**config.mk**
```make
export PLATFORM = sky130hd
export DESIGN_NAME = dsp_interrupt_priority_vectoring
export DESIGN_NICKNAME = d
export VERILOG_FILES = /design/src/inc/irq_vec_pkg.sv /design/src/hdl/irq_prio_pick.sv /design/src/hdl/dsp_interrupt_priority_vectoring.sv
export SDC_FILE = /design/constraint.sdc
export NUM_CORES = 1
export LEC_CHECK = 0
export BUFFER_PORTS_ARGS = -buffer_cell sky130_fd_sc_hd__buf_2
export CAP_MARGIN = 20
export CORE_UTILIZATION = 30
export CTS_BUF_LIST = sky130_fd_sc_hd__clkbuf_4 sky130_fd_sc_hd__clkbuf_8
export DETAILED_ROUTE_END_ITERATION = 10
export GPL_TIMING_DRIVEN = 0
export PLACE_DENSITY = 0.55
export SKIP_CTS_REPAIR_TIMING = 1
export SLEW_MARGIN = 0
export SYNTH_ARGS = -nofsm -noshare
export SYNTH_HDL_FRONTEND = slang
export SYNTH_SLANG_ARGS = --single-unit
```
**constraint.sdc**
```tcl
create_clock -name mclk_in -period 3.9 [get_ports mclk_in]
set_input_delay 0.78 -clock mclk_in [delete_from_list [all_inputs] [get_ports mclk_in]]
set_output_delay 0.78 -clock mclk_in [all_outputs]
set_load 0.02 [all_outputs]
```
**src/inc/irq_vec_pkg.sv**
```systemverilog
// How it works
// When several requests are pending at once, the one with the highest fixed priority is granted first.
// A reset request is the top-priority interrupt and branches to 0xFFFE.
// An external break request raises a priority-2 interrupt that enters emulator mode and branches to 0x0002.
// A software debug trap raises a priority-2 interrupt that also enters emulator mode at the break address.
// The break and trap branch address lies in the memory region kept for debug instructions.
// An overflow that sets the first overflow flag raises a priority-3 interrupt branching to 0xFFFC.
// An overflow that sets the third overflow flag raises a priority-4 interrupt branching to 0xFFFA.
// The four DMA request lines are priorities 5 to 8 in index order and carry no branch address.
// The peripheral interrupt input is priority 9 and branches to 0xFFF8.
// External lines one to seven are priorities 10 to 16 with addresses falling by two from 0xFFF6 to 0xFFEA.
// While a program download is in progress every request except reset is ignored.
// Outside a download, each request stays pending until its grant is acknowledged, so lower priorities are served later.
// Request sources hold their inputs for at least one clock cycle so that they are sampled.
package irq_vec_pkg;

	// ==========================================================
	// Request numbering
	// ==========================================================
	localparam int NUM_SRC = 17;

	localparam int SRC_RESET = 0;
	localparam int SRC_BREAK = 1;
	localparam int SRC_TRAP = 2;
	localparam int SRC_OVF1 = 3;
	localparam int SRC_OVF3 = 4;
	localparam int SRC_DMA_REQUEST_ZERO = 5;
	localparam int SRC_EXT0 = 9;
	localparam int SRC_EXT1 = 10;

	// ==========================================================
	// Branch addresses
	// ==========================================================
	localparam logic [15:0] VEC_RESET = 16'hfffe;
	localparam logic [15:0] VEC_DEBUG = 16'h0002;
	localparam logic [15:0] VEC_OVF1 = 16'hfffc;
	localparam logic [15:0] VEC_OVF3 = 16'hfffa;
	localparam logic [15:0] VEC_EXT0 = 16'hfff8;
	localparam logic [15:0] VEC_EXT1 = 16'hfff6;
	localparam logic [15:0] VEC_STEP = 16'h0002;
	localparam logic [15:0] VEC_NONE = 16'h0000;

	localparam logic [16:0] PEND_RESET_VAL = 17'h0_0000;

	typedef struct packed {
		logic       valid;
		logic [4:0] priority_level;
		logic [4:0] source;
		logic [15:0] vector;
		logic       has_vector;
		logic       emulator;
	} grant_t;

endpackage

```
**src/hdl/irq_prio_pick.sv**
```systemverilog
`timescale 1ns/10ps
module irq_prio_pick
	import irq_vec_pkg::*;
(
	input  wire logic [NUM_SRC-1:0] pend_in,
	output logic                    any_out,
	output logic [4:0]              index_out
);

	// Lowest index is the highest priority.
	always_comb begin
		any_out = 1'b0;
		index_out = 5'd0;
		for (int i = NUM_SRC - 1; i >= 0; i--) begin
			if (pend_in[i]) begin
				any_out = 1'b1;
				index_out = 5'(i);
			end
		end
	end

endmodule

```
**src/hdl/dsp_interrupt_priority_vectoring.sv**
```systemverilog
`timescale 1ns/10ps
module dsp_interrupt_priority_vectoring
	import irq_vec_pkg::*;
(
	input  wire logic       mclk_in,
	input  wire logic       sys_rst_in,
	input  wire logic       reset_req_in,
	input  wire logic       break_req_in,
	input  wire logic       trap_exec_in,
	input  wire logic       overflow_flag_one_in,
	input  wire logic       overflow_flag_three_in,
	input  wire logic [3:0] dma_request_in,
	input  wire logic       peripheral_irq_source_in,
	input  wire logic [7:1] ext_request_in,
	input  wire logic       download_active_in,
	input  wire logic       grant_ack_in,
	output logic            grant_valid_out,
	output logic [4:0]      grant_priority_out,
	output logic [4:0]      grant_source_out,
	output logic [15:0]     grant_vector_out,
	output logic            grant_has_vector_out,
	output logic            emulator_entry_out,
	output logic [16:0]     pending_out
);

	// ==========================================================
	// Request capture
	// ==========================================================
	logic [NUM_SRC-1:0] raw_req;
	logic [NUM_SRC-1:0] pend_q;
	logic [NUM_SRC-1:0] pend_d;
	logic [NUM_SRC-1:0] eff_pend;
	logic               pick_any;
	logic [4:0]         pick_idx;
	grant_t             grant_q;
	grant_t             grant_d;

	always_comb begin
		raw_req = '0;
		raw_req[SRC_RESET] = reset_req_in;
		raw_req[SRC_BREAK] = break_req_in;
		raw_req[SRC_TRAP] = trap_exec_in;
		raw_req[SRC_OVF1] = overflow_flag_one_in;
		raw_req[SRC_OVF3] = overflow_flag_three_in;
		raw_req[SRC_DMA_REQUEST_ZERO +: 4] = dma_request_in;
		raw_req[SRC_EXT0] = peripheral_irq_source_in;
		raw_req[SRC_EXT1 +: 7] = ext_request_in;
	end

	// Requests are sampled every cycle, so a one-cycle pulse is enough.
	always_comb begin
		pend_d = pend_q | raw_req;
		// A new request in the cycle of its grant's acknowledge stays pending.
		if (grant_q.valid && grant_ack_in) begin
			pend_d[grant_q.source] = raw_req[grant_q.source];
		end
		// Download blocks everything except reset; blocked requests are dropped, not held.
		// The mask comes last so that a re-request in an acknowledge cycle cannot slip past it.
		if (download_active_in) begin
			pend_d = pend_d & (NUM_SRC'(1) << SRC_RESET);
		end
	end

	always_ff @(posedge mclk_in) begin
		if (sys_rst_in) begin
			pend_q <= PEND_RESET_VAL;
		end else begin
			pend_q <= pend_d;
		end
	end

	// ==========================================================
	// Priority selection and vectoring
	// ==========================================================
	assign eff_pend = download_active_in ? (pend_q & (NUM_SRC'(1) << SRC_RESET)) : pend_q;

	irq_prio_pick u_pick (
		.pend_in   (eff_pend),
		.any_out   (pick_any),
		.index_out (pick_idx)
	);

	// ==========================================================
	// Per-source priority and branch address
	// ==========================================================
	// One entry per source keeps every level and address in plain view, at the cost of length.
	logic [4:0]  pick_level;
	logic [15:0] pick_vector;
	logic        pick_has_vector;
	logic        pick_emulator;

	always_comb begin
		pick_level = 5'd0;
		pick_vector = VEC_NONE;
		pick_has_vector = 1'b1;
		pick_emulator = 1'b0;
		unique case (pick_idx)
			5'(SRC_RESET): begin
				pick_level = 5'd1;
				pick_vector = VEC_RESET;
			end
			5'(SRC_BREAK): begin
				pick_level = 5'd2;
				pick_vector = VEC_DEBUG;
				pick_emulator = 1'b1;
			end
			5'(SRC_TRAP): begin
				pick_level = 5'd2;
				pick_vector = VEC_DEBUG;
				pick_emulator = 1'b1;
			end
			5'(SRC_OVF1): begin
				pick_level = 5'(SRC_OVF1);
				pick_vector = VEC_OVF1;
			end
			5'(SRC_OVF3): begin
				pick_level = 5'(SRC_OVF3);
				pick_vector = VEC_OVF3;
			end
			// DMA requests are served by priority alone; the core finds no branch address.
			5'(SRC_DMA_REQUEST_ZERO): begin
				pick_level = 5'(SRC_DMA_REQUEST_ZERO);
				pick_has_vector = 1'b0;
			end
			5'(SRC_DMA_REQUEST_ZERO + 1): begin
				pick_level = 5'(SRC_DMA_REQUEST_ZERO + 1);
				pick_has_vector = 1'b0;
			end
			5'(SRC_DMA_REQUEST_ZERO + 2): begin
				pick_level = 5'(SRC_DMA_REQUEST_ZERO + 2);
				pick_has_vector = 1'b0;
			end
			5'(SRC_DMA_REQUEST_ZERO + 3): begin
				pick_level = 5'(SRC_DMA_REQUEST_ZERO + 3);
				pick_has_vector = 1'b0;
			end
			5'(SRC_EXT0): begin
				pick_level = 5'(SRC_EXT0);
				pick_vector = VEC_EXT0;
			end
			// External lines step down by one branch slot per line.
			5'(SRC_EXT1): begin
				pick_level = 5'(SRC_EXT1);
				pick_vector = VEC_EXT1;
			end
			5'(SRC_EXT1 + 1): begin
				pick_level = 5'(SRC_EXT1 + 1);
				pick_vector = VEC_EXT1 - VEC_STEP;
			end
			5'(SRC_EXT1 + 2): begin
				pick_level = 5'(SRC_EXT1 + 2);
				pick_vector = VEC_EXT1 - VEC_STEP * 16'h0002;
			end
			5'(SRC_EXT1 + 3): begin
				pick_level = 5'(SRC_EXT1 + 3);
				pick_vector = VEC_EXT1 - VEC_STEP * 16'h0003;
			end
			5'(SRC_EXT1 + 4): begin
				pick_level = 5'(SRC_EXT1 + 4);
				pick_vector = VEC_EXT1 - VEC_STEP * 16'h0004;
			end
			5'(SRC_EXT1 + 5): begin
				pick_level = 5'(SRC_EXT1 + 5);
				pick_vector = VEC_EXT1 - VEC_STEP * 16'h0005;
			end
			5'(SRC_EXT1 + 6): begin
				pick_level = 5'(SRC_EXT1 + 6);
				pick_vector = VEC_EXT1 - VEC_STEP * 16'h0006;
			end
			// Indices past the last external line never come out of the picker.
			default: begin
			end
		endcase
	end

	// The grant is held until acknowledged so the vector is stable, except that a
	// reset request always takes over at once and a download drops any other grant.
	always_comb begin
		grant_d = grant_q;
		if (grant_q.valid && grant_ack_in) begin
			grant_d.valid = 1'b0;
		end
		if ((!grant_d.valid || eff_pend[SRC_RESET]) && pick_any &&
		    !(grant_q.valid && grant_ack_in && grant_q.source == pick_idx &&
		      !raw_req[pick_idx])) begin
			grant_d.valid = 1'b1;
			grant_d.source = pick_idx;
			grant_d.priority_level = pick_level;
			grant_d.vector = pick_vector;
			grant_d.has_vector = pick_has_vector;
			grant_d.emulator = pick_emulator;
		end
		if (download_active_in && grant_d.valid && grant_d.source != 5'(SRC_RESET)) begin
			grant_d.valid = 1'b0;
		end
		// The emulator flag is kept only with a standing grant, so the output needs no gate.
		grant_d.emulator = grant_d.emulator & grant_d.valid;
	end

	always_ff @(posedge mclk_in) begin
		if (sys_rst_in) begin
			grant_q <= '0;
		end else begin
			grant_q <= grant_d;
		end
	end

	// ==========================================================
	// Outputs
	// ==========================================================
	always_comb begin
		grant_valid_out = grant_q.valid;
		grant_priority_out = grant_q.priority_level;
		grant_source_out = grant_q.source;
		grant_vector_out = grant_q.vector;
		grant_has_vector_out = grant_q.has_vector;
		emulator_entry_out = grant_q.emulator;
		pending_out = pend_q;
	end

endmodule

```
==> Yosys cells after proc, flatten, opt, wreduce, memory -nomap -nowiden <==
Index checks and enable logic that the tools add are counted.
Widths: inputs -> output; s select.
{ "word_totals": {"output_inout_bits": 46, "input_bits": 21, "register_bits": 46} }
{ "op_classes": {"mux": 50, "reduce_logical": 17, "bitwise_logic": 2, "magnitude_cmp": 3, "eq_ne": 17} }
{ "ops": {"columns": ["operator", "count"], "rows": [
  ["$pmux 16 s12", 1],
  ["$mux 5", 17],
  ["$pmux 5 s16", 1],
  ["$eq 5x4->1 const B", 8],
  ["$mux 17", 2],
  ["$mux 29", 1],
  ["$mux 1", 24],
  ["$eq 5x3->1 const B", 4],
  ["$bwmux 17", 1],
  ["$or 17x17->17", 1],
  ["$lt 5x6->1 const B", 2],
  ["$bmux 1 s5", 2],
  ["$eq 5x2->1 const B", 2],
  ["$logic_and 1x1->1", 8],
  ["$demux 1 s5", 1],
  ["$eq 5x1->1 const B", 1],
  ["$eq 5x5->1", 1],
  ["$eq 5x5->1 const B", 1],
  ["$ge 5x1->1 const B", 1],
  ["$logic_not 5->1", 1],
  ["$reduce_bool 5->1", 1],
  ["$reduce_or 2->1", 2],
  ["$reduce_or 4->1", 1],
  ["$logic_not 1->1", 3],
  ["other kinds (2)", 2]
]} }

==> Depth between registers and ports, before layout <==
{ "logic_depth": {"depth_word": 29, "ltp_mapped": 11, "mapped_depth_nobuf": 9} }

==> Cells and area by module <==
Synthesis repeated with hierarchy kept, for this count alone.
{ "unflattened": {"cells_unflattened": 313, "area_unflattened_um2": 2630.0} }
{ "modules_own_cells": {"columns": ["mod", "area_each_um2", "cells_per_inst", "seq_area_each_um2", "instances"], "rows": [
  ["dsp_interrupt_priority_vectoring", 2439.8, 278, 700.7, 1],
  ["irq_prio_pick", 190.2, 35, 0.0, 1]
]} }

==> Worst setup path before layout <==
Ideal clock, no wire load.
{ "synth_path": {"path_kind": "input port to flip-flop", "startpoint": "input download_active_in", "endpoint": "register grant_q (netlist bit emulator_entry_out)", "path_stages": 10, "setup_ns": 0.137, "t_arrival_ns": 3.005, "path_buffers": 2, "required_ns": 3.763, "setup_slack_ns": 0.758, "path_cell_list": "clkbuf_1 -> nor2_1 -> o211a_2 -> nor2_1 -> mux2_2 -> a2111oi_2 -> o211ai_1 -> buf_2 -> a32oi_1 -> a31oi_1"} }
{ "synth_via": {"elab_chain_cells": 29} }
{ "synth_lines": {"columns": ["item", "line", "rtl"], "rows": [
  ["start, declared", "dsp_interrupt_priority_vectoring.sv:15", "input wire logic download_active_in,"],
  ["$mux 17", "dsp_interrupt_priority_vectoring.sv:75", "assign eff_pend = download_active_in ? (pend_q & (NUM_SRC'(1) << SRC_RESET)) : pend_q;"],
  ["$mux 5 (17 in a row)", "irq_prio_pick.sv:15", "if (pend_in[i]) begin"],
  ["$bmux 1 s5", "dsp_interrupt_priority_vectoring.sv:185", "!raw_req[pick_idx])) begin"],
  ["$mux 1 (not written as such)", "dsp_interrupt_priority_vectoring.sv:185", null],
  ["$logic_not 1->1", "dsp_interrupt_priority_vectoring.sv:185", null],
  ["$logic_and 1x1->1", "dsp_interrupt_priority_vectoring.sv:184", "!(grant_q.valid && grant_ack_in && grant_q.source == pick_idx &&"],
  ["$logic_not 1->1", "dsp_interrupt_priority_vectoring.sv:184", null],
  ["$logic_and 1x1->1", "dsp_interrupt_priority_vectoring.sv:183", "if ((!grant_d.valid || eff_pend[SRC_RESET]) && pick_any &&"],
  ["$mux 29", "dsp_interrupt_priority_vectoring.sv:183", null],
  ["$reduce_bool 5->1 / $logic_and 1x1->1 (equally long branches)", "dsp_interrupt_priority_vectoring.sv:193", "if (download_active_in && grant_d.valid && grant_d.source != 5'(SRC_RESET)) begin"],
  ["$logic_and 1x1->1", "dsp_interrupt_priority_vectoring.sv:193", null],
  ["$mux 1", "dsp_interrupt_priority_vectoring.sv:193", null],
  ["$and 1x1->1 (*)", "dsp_interrupt_priority_vectoring.sv:197", "grant_d.emulator = grant_d.emulator & grant_d.valid;"],
  ["end signal, assigned", "dsp_interrupt_priority_vectoring.sv:204", "grant_q <= grant_d;"],
  ["end, declared", "dsp_interrupt_priority_vectoring.sv:35", "grant_t grant_q;"]
]} }
Every way passes the cells marked *; elsewhere a longest branch is shown, timed or not. The select of a mux whose other input is x is not followed.
A chain may end at the register's enable or synchronous reset.

==> Worst setup path after layout <==
{ "layout_path": {"startpoint": "input download_active_in", "endpoint": "register grant_q (netlist bit grant_valid_out)"} }
{ "layout_via": {"elab_chain_cells": 28} }
{ "layout_lines": {"columns": ["item", "line"], "rows": [
  ["$mux 17", "dsp_interrupt_priority_vectoring.sv:75"],
  ["$mux 5 (17 in a row)", "irq_prio_pick.sv:15"],
  ["$bmux 1 s5", "dsp_interrupt_priority_vectoring.sv:185"],
  ["$mux 1 (not written as such)", "dsp_interrupt_priority_vectoring.sv:185"],
  ["$logic_not 1->1", "dsp_interrupt_priority_vectoring.sv:185"],
  ["$logic_and 1x1->1", "dsp_interrupt_priority_vectoring.sv:184"],
  ["$logic_not 1->1", "dsp_interrupt_priority_vectoring.sv:184"],
  ["$logic_and 1x1->1", "dsp_interrupt_priority_vectoring.sv:183"],
  ["$mux 29", "dsp_interrupt_priority_vectoring.sv:183"],
  ["$reduce_bool 5->1 / $logic_and 1x1->1 (equally long branches)", "dsp_interrupt_priority_vectoring.sv:193"],
  ["$logic_and 1x1->1", "dsp_interrupt_priority_vectoring.sv:193"],
  ["$mux 1 (*)", "dsp_interrupt_priority_vectoring.sv:193"]
]} }
Marked as above.

==> impl_results.md <==
* Met3 WL at slightly below 700 um
* Post-synth EDFFs at 0
* Synthesized-area fraction occupied by adder cells at 0
* YS warnings at 0
* Routed length on met1 at 3660 um
* Combinational fraction of design power at 0.371
* Antenna violations before repair at 0
* Total clock sinks at 35
* Sequential share of power at 0.354
* DP Area at between 2000 and 3000 um^2
* First-pass GRT wire length at between 10,000 and 15,000 um
* Layout area overhead at 23.6%
* DR top layer: met4
* H-tree depth at 2
* Sw Share at 0.376
* Clk Latency, worst-skew pair at 0.29 ns
* Worst-path maximum fanout at 10
* RSZ-0062 raised after global routing: false
* Cell variety after synth at 52
* Avg Cell Area, Syn at between 7 and 8 um^2
* Largest family of logic cells by synthesized area: compound AO/OA/AOI/OAI gates
* Crit. End Element: register
* Total wire length at roughly 8000 um
* Internal at 0.754 mW
* CP max stage cell: clkbuf_1
* Fillers at slightly below 800
* Root Driver: clkbuf_8
* I/O pins at between 60 and 70
* R2R depth at 7
* Most frequent CP cell: nor2_1
* Crit path capture: grant_valid_out$_SDFF_PP0_
* Total Routing Usage GR at 0.198
* Setup violators final at 0
* Final Skew at around 0.01 ns
* Syn Inst Count at 299
* Detail Placement HPWL at about 6200 um
* Outcome: finished clean
* IO Port Bufs at 64
* TritonRoute pass-1 iters at 4
* Area leader, netlist: dfxtp_1
* Crit-path max cell delay at 0.42 ns
* Vias/cell at around 5.6
* Synth top cells by count: nor2_1 (39), dfxtp_1 (35), a21oi_1 (27)
* Met2 wire len at 3600 um
* Starting DRT DRC Count at ~240
* Wire per inst at approximately 17 um
* Overall via count from detail_route at 2,639
* CP Cell Sequence: clkbuf_1 -> nor2_1 -> o211a_2 -> nor2_1 -> mux2_2 -> a2111oi_2 -> o211ai_1 -> buf_2 -> nand3b_1 -> a31oi_1
* Leakage power at approximately 1.2 nW
* Switching pwr at roughly 0.45 mW
* Placeable core region at roughly 7400 um^2
* Row count at 31
* CP Launch Type: input port
* FF-to-FF End: pending_out[14]$_SDFF_PP0_
* Clock power share at 0.275
* Slew Viols, Final at 0
* Peak supply drop at between 0.15 and 0.2 mV
* Initial Util at 0.319
* Multi-input gate area at roughly 1500 um^2
* Num CTS Buffers at 5
* Crit path buf inv count at 2
* Grt ovf at 0
* Post-synth ARST share at 0
* Clock period minus worst slack at approximately 3.5 ns
* Storage cell area at roughly 700 um^2
* Share of the synthesized area in the top cell type at 0.297
* WP data arrival at approximately 3.7 ns
* Layout cells sized above 1 at 0.288
* Synth Cell Area at around 2400 um^2
* Syn Nets at 320
* TritonCTS clock tree: done
* DRC Markers at 0
* Worst-margin pin slew at 0.782 ns
* Compound-Gate Fraction of Synth Area at 0.301
* Most common flop cell mapped by yosys: dfxtp_1
* CP Depth at 10
* Most common cell in the netlist: nor2_1
* Clock Path Buffers at 2
* Setup slack at placement at 0.101 ns
* Cell Pwr Density at 414 nW/um^2
* Multiplexer share of the synthesized area at 0.0567
* CP top delay family: compound AO/OA/AOI/OAI gates
* ANT cells at 0
* Hold slack at approximately 0.48 ns
* Die height at around 90 um
* Worst setup path start: download_active_in
* Vias in the first global route at 2,427
* Simple-gate share of the synthesized area at 0.268
* Reg-to-reg setup timing slack at roughly 0.50 ns
* Largest net degree at the start of global routing at 13
* Slew Limit Headroom at 0.472
* Max frequency at 0.285 GHz
* ANT nets after route at 0
* Setup TNS Final at 0 ns
* Max Cap Violations at 0
* NumNets Final at around 400
* XOR/XNOR share of the synthesized area at 0.0111
* Seq cells post-synth at 35
* Hold Vio Cnt, Final at 0
* Dominant cells by area after synthesis: dfxtp_1 (30%), nor2_1 (6.2%), a211oi_1 (5.7%), a21oi_1 (5.7%), mux4_2 (4.8%)
* GP Congestion at about 0.84
* CTS clk-pin slew, worst paths at 0.08 ns
* Critical path class: in2reg
* WP data required at slightly above 4 ns
* HP Class: reg2reg
* Final Power at roughly 1.2 mW
* Worst flop-to-flop path startpoint: grant_source_out[1]$_SDFF_PP0_
* Chip Width at ~91 um
* Finished Cell Area at between 2000 and 3000 um^2
* Setup ws final at about 0.39 ns
* Sequential area share after synthesis at 0.297
* Final worst path period share at 0.899
* Die area at just over 8000 um^2
[registers in the layout, summed over array words and instances, names as in the netlist]
signal and cells:
pending_out 17, grant_priority_out 5, grant_source_out 5, grant_vector_out 5, emulator_entry_out 1, grant_has_vector_out 1, grant_valid_out 1
[worst min-delay path by stage]
stage	slack, ns	start	to	depth (start not counted)
2_1_floorplan	0.55	grant_has_vector_out$_SDFFE_PP0N_	grant_has_vector_out$_SDFFE_PP0N_	2
3_3_place_gp	0.47	grant_priority_out[2]$_SDFFE_PP0N_	grant_priority_out[2]$_SDFFE_PP0N_	2
3_5_place_dp	0.47	grant_vector_out[3]$_SDFFE_PP0N_	grant_vector_out[3]$_SDFFE_PP0N_	2
4_1_cts	0.48	grant_vector_out[3]$_SDFFE_PP0N_	grant_vector_out[3]$_SDFFE_PP0N_	2
5_1_grt	0.50	grant_priority_out[2]$_SDFFE_PP0N_	grant_priority_out[2]$_SDFFE_PP0N_	2
6_report	0.48	grant_vector_out[3]$_SDFFE_PP0N_	grant_vector_out[3]$_SDFFE_PP0N_	2
[cells in the final DEF, fill, tap and decap left out, types with 6 or more instances in the layout]
cell      count
buf_2        66
nor2_1       39
dfxtp_1      35
a21oi_1      27
nor3_1       21
a211oi_1     18
nand3_1      16
nand2_1      14
clkbuf_1     13
o21ai_0      13
buf_4        12
o21ai_1      10
nor2b_1       6
[tightest hold or removal path, cell delays in order, from the launching register on]
cell and delay (ns):
dfxtp_1 0.31, o21ai_1 0.06, a21oi_1 0.06
[power by group through the flow]
stage	registers [mW]	clock network, mW	logic (mW)
global route	0.432	0.361	0.485
detailed placement	0.435	0	0.443
floorplan	0.467	0	0.278
CTS	0.427	0.341	0.445
global placement	0.434	0	0.442
finish	0.427	0.333	0.448
[routing by layer]
layer,global-route usage,vias up
li1,-,1268
met1,0.272,1237
met2,0.311,120
met3,0.0396,14
met4,0.0605,0
met5,0,-
[stage by stage]
step,utilization,cells
after floorplan,-,299
after global placement,0.378,462
after detailed placement,0.378,462
after CTS,0.394,470
after global routing,0.394,470
final,0.394,470
[final cells by class]
class,instances,area share
clock buffers,5,0.0236
plain buffers,28,0.0523
flip-flops and latches,35,0.240
multi-input cells,236,0.517
clock inverters,3,0.0150
repair buffers,64,0.110
well taps,99,0.0425
[logic make-up after synthesis]
kind of cell,after synthesis
AND/OR/NAND/NOR,123
AO/OA/AOI/OAI,102
flip-flops,35
buffers and inverters,28
other,1
multiplexers,7
XOR/XNOR,3
Power figures use the tool's default switching activity.
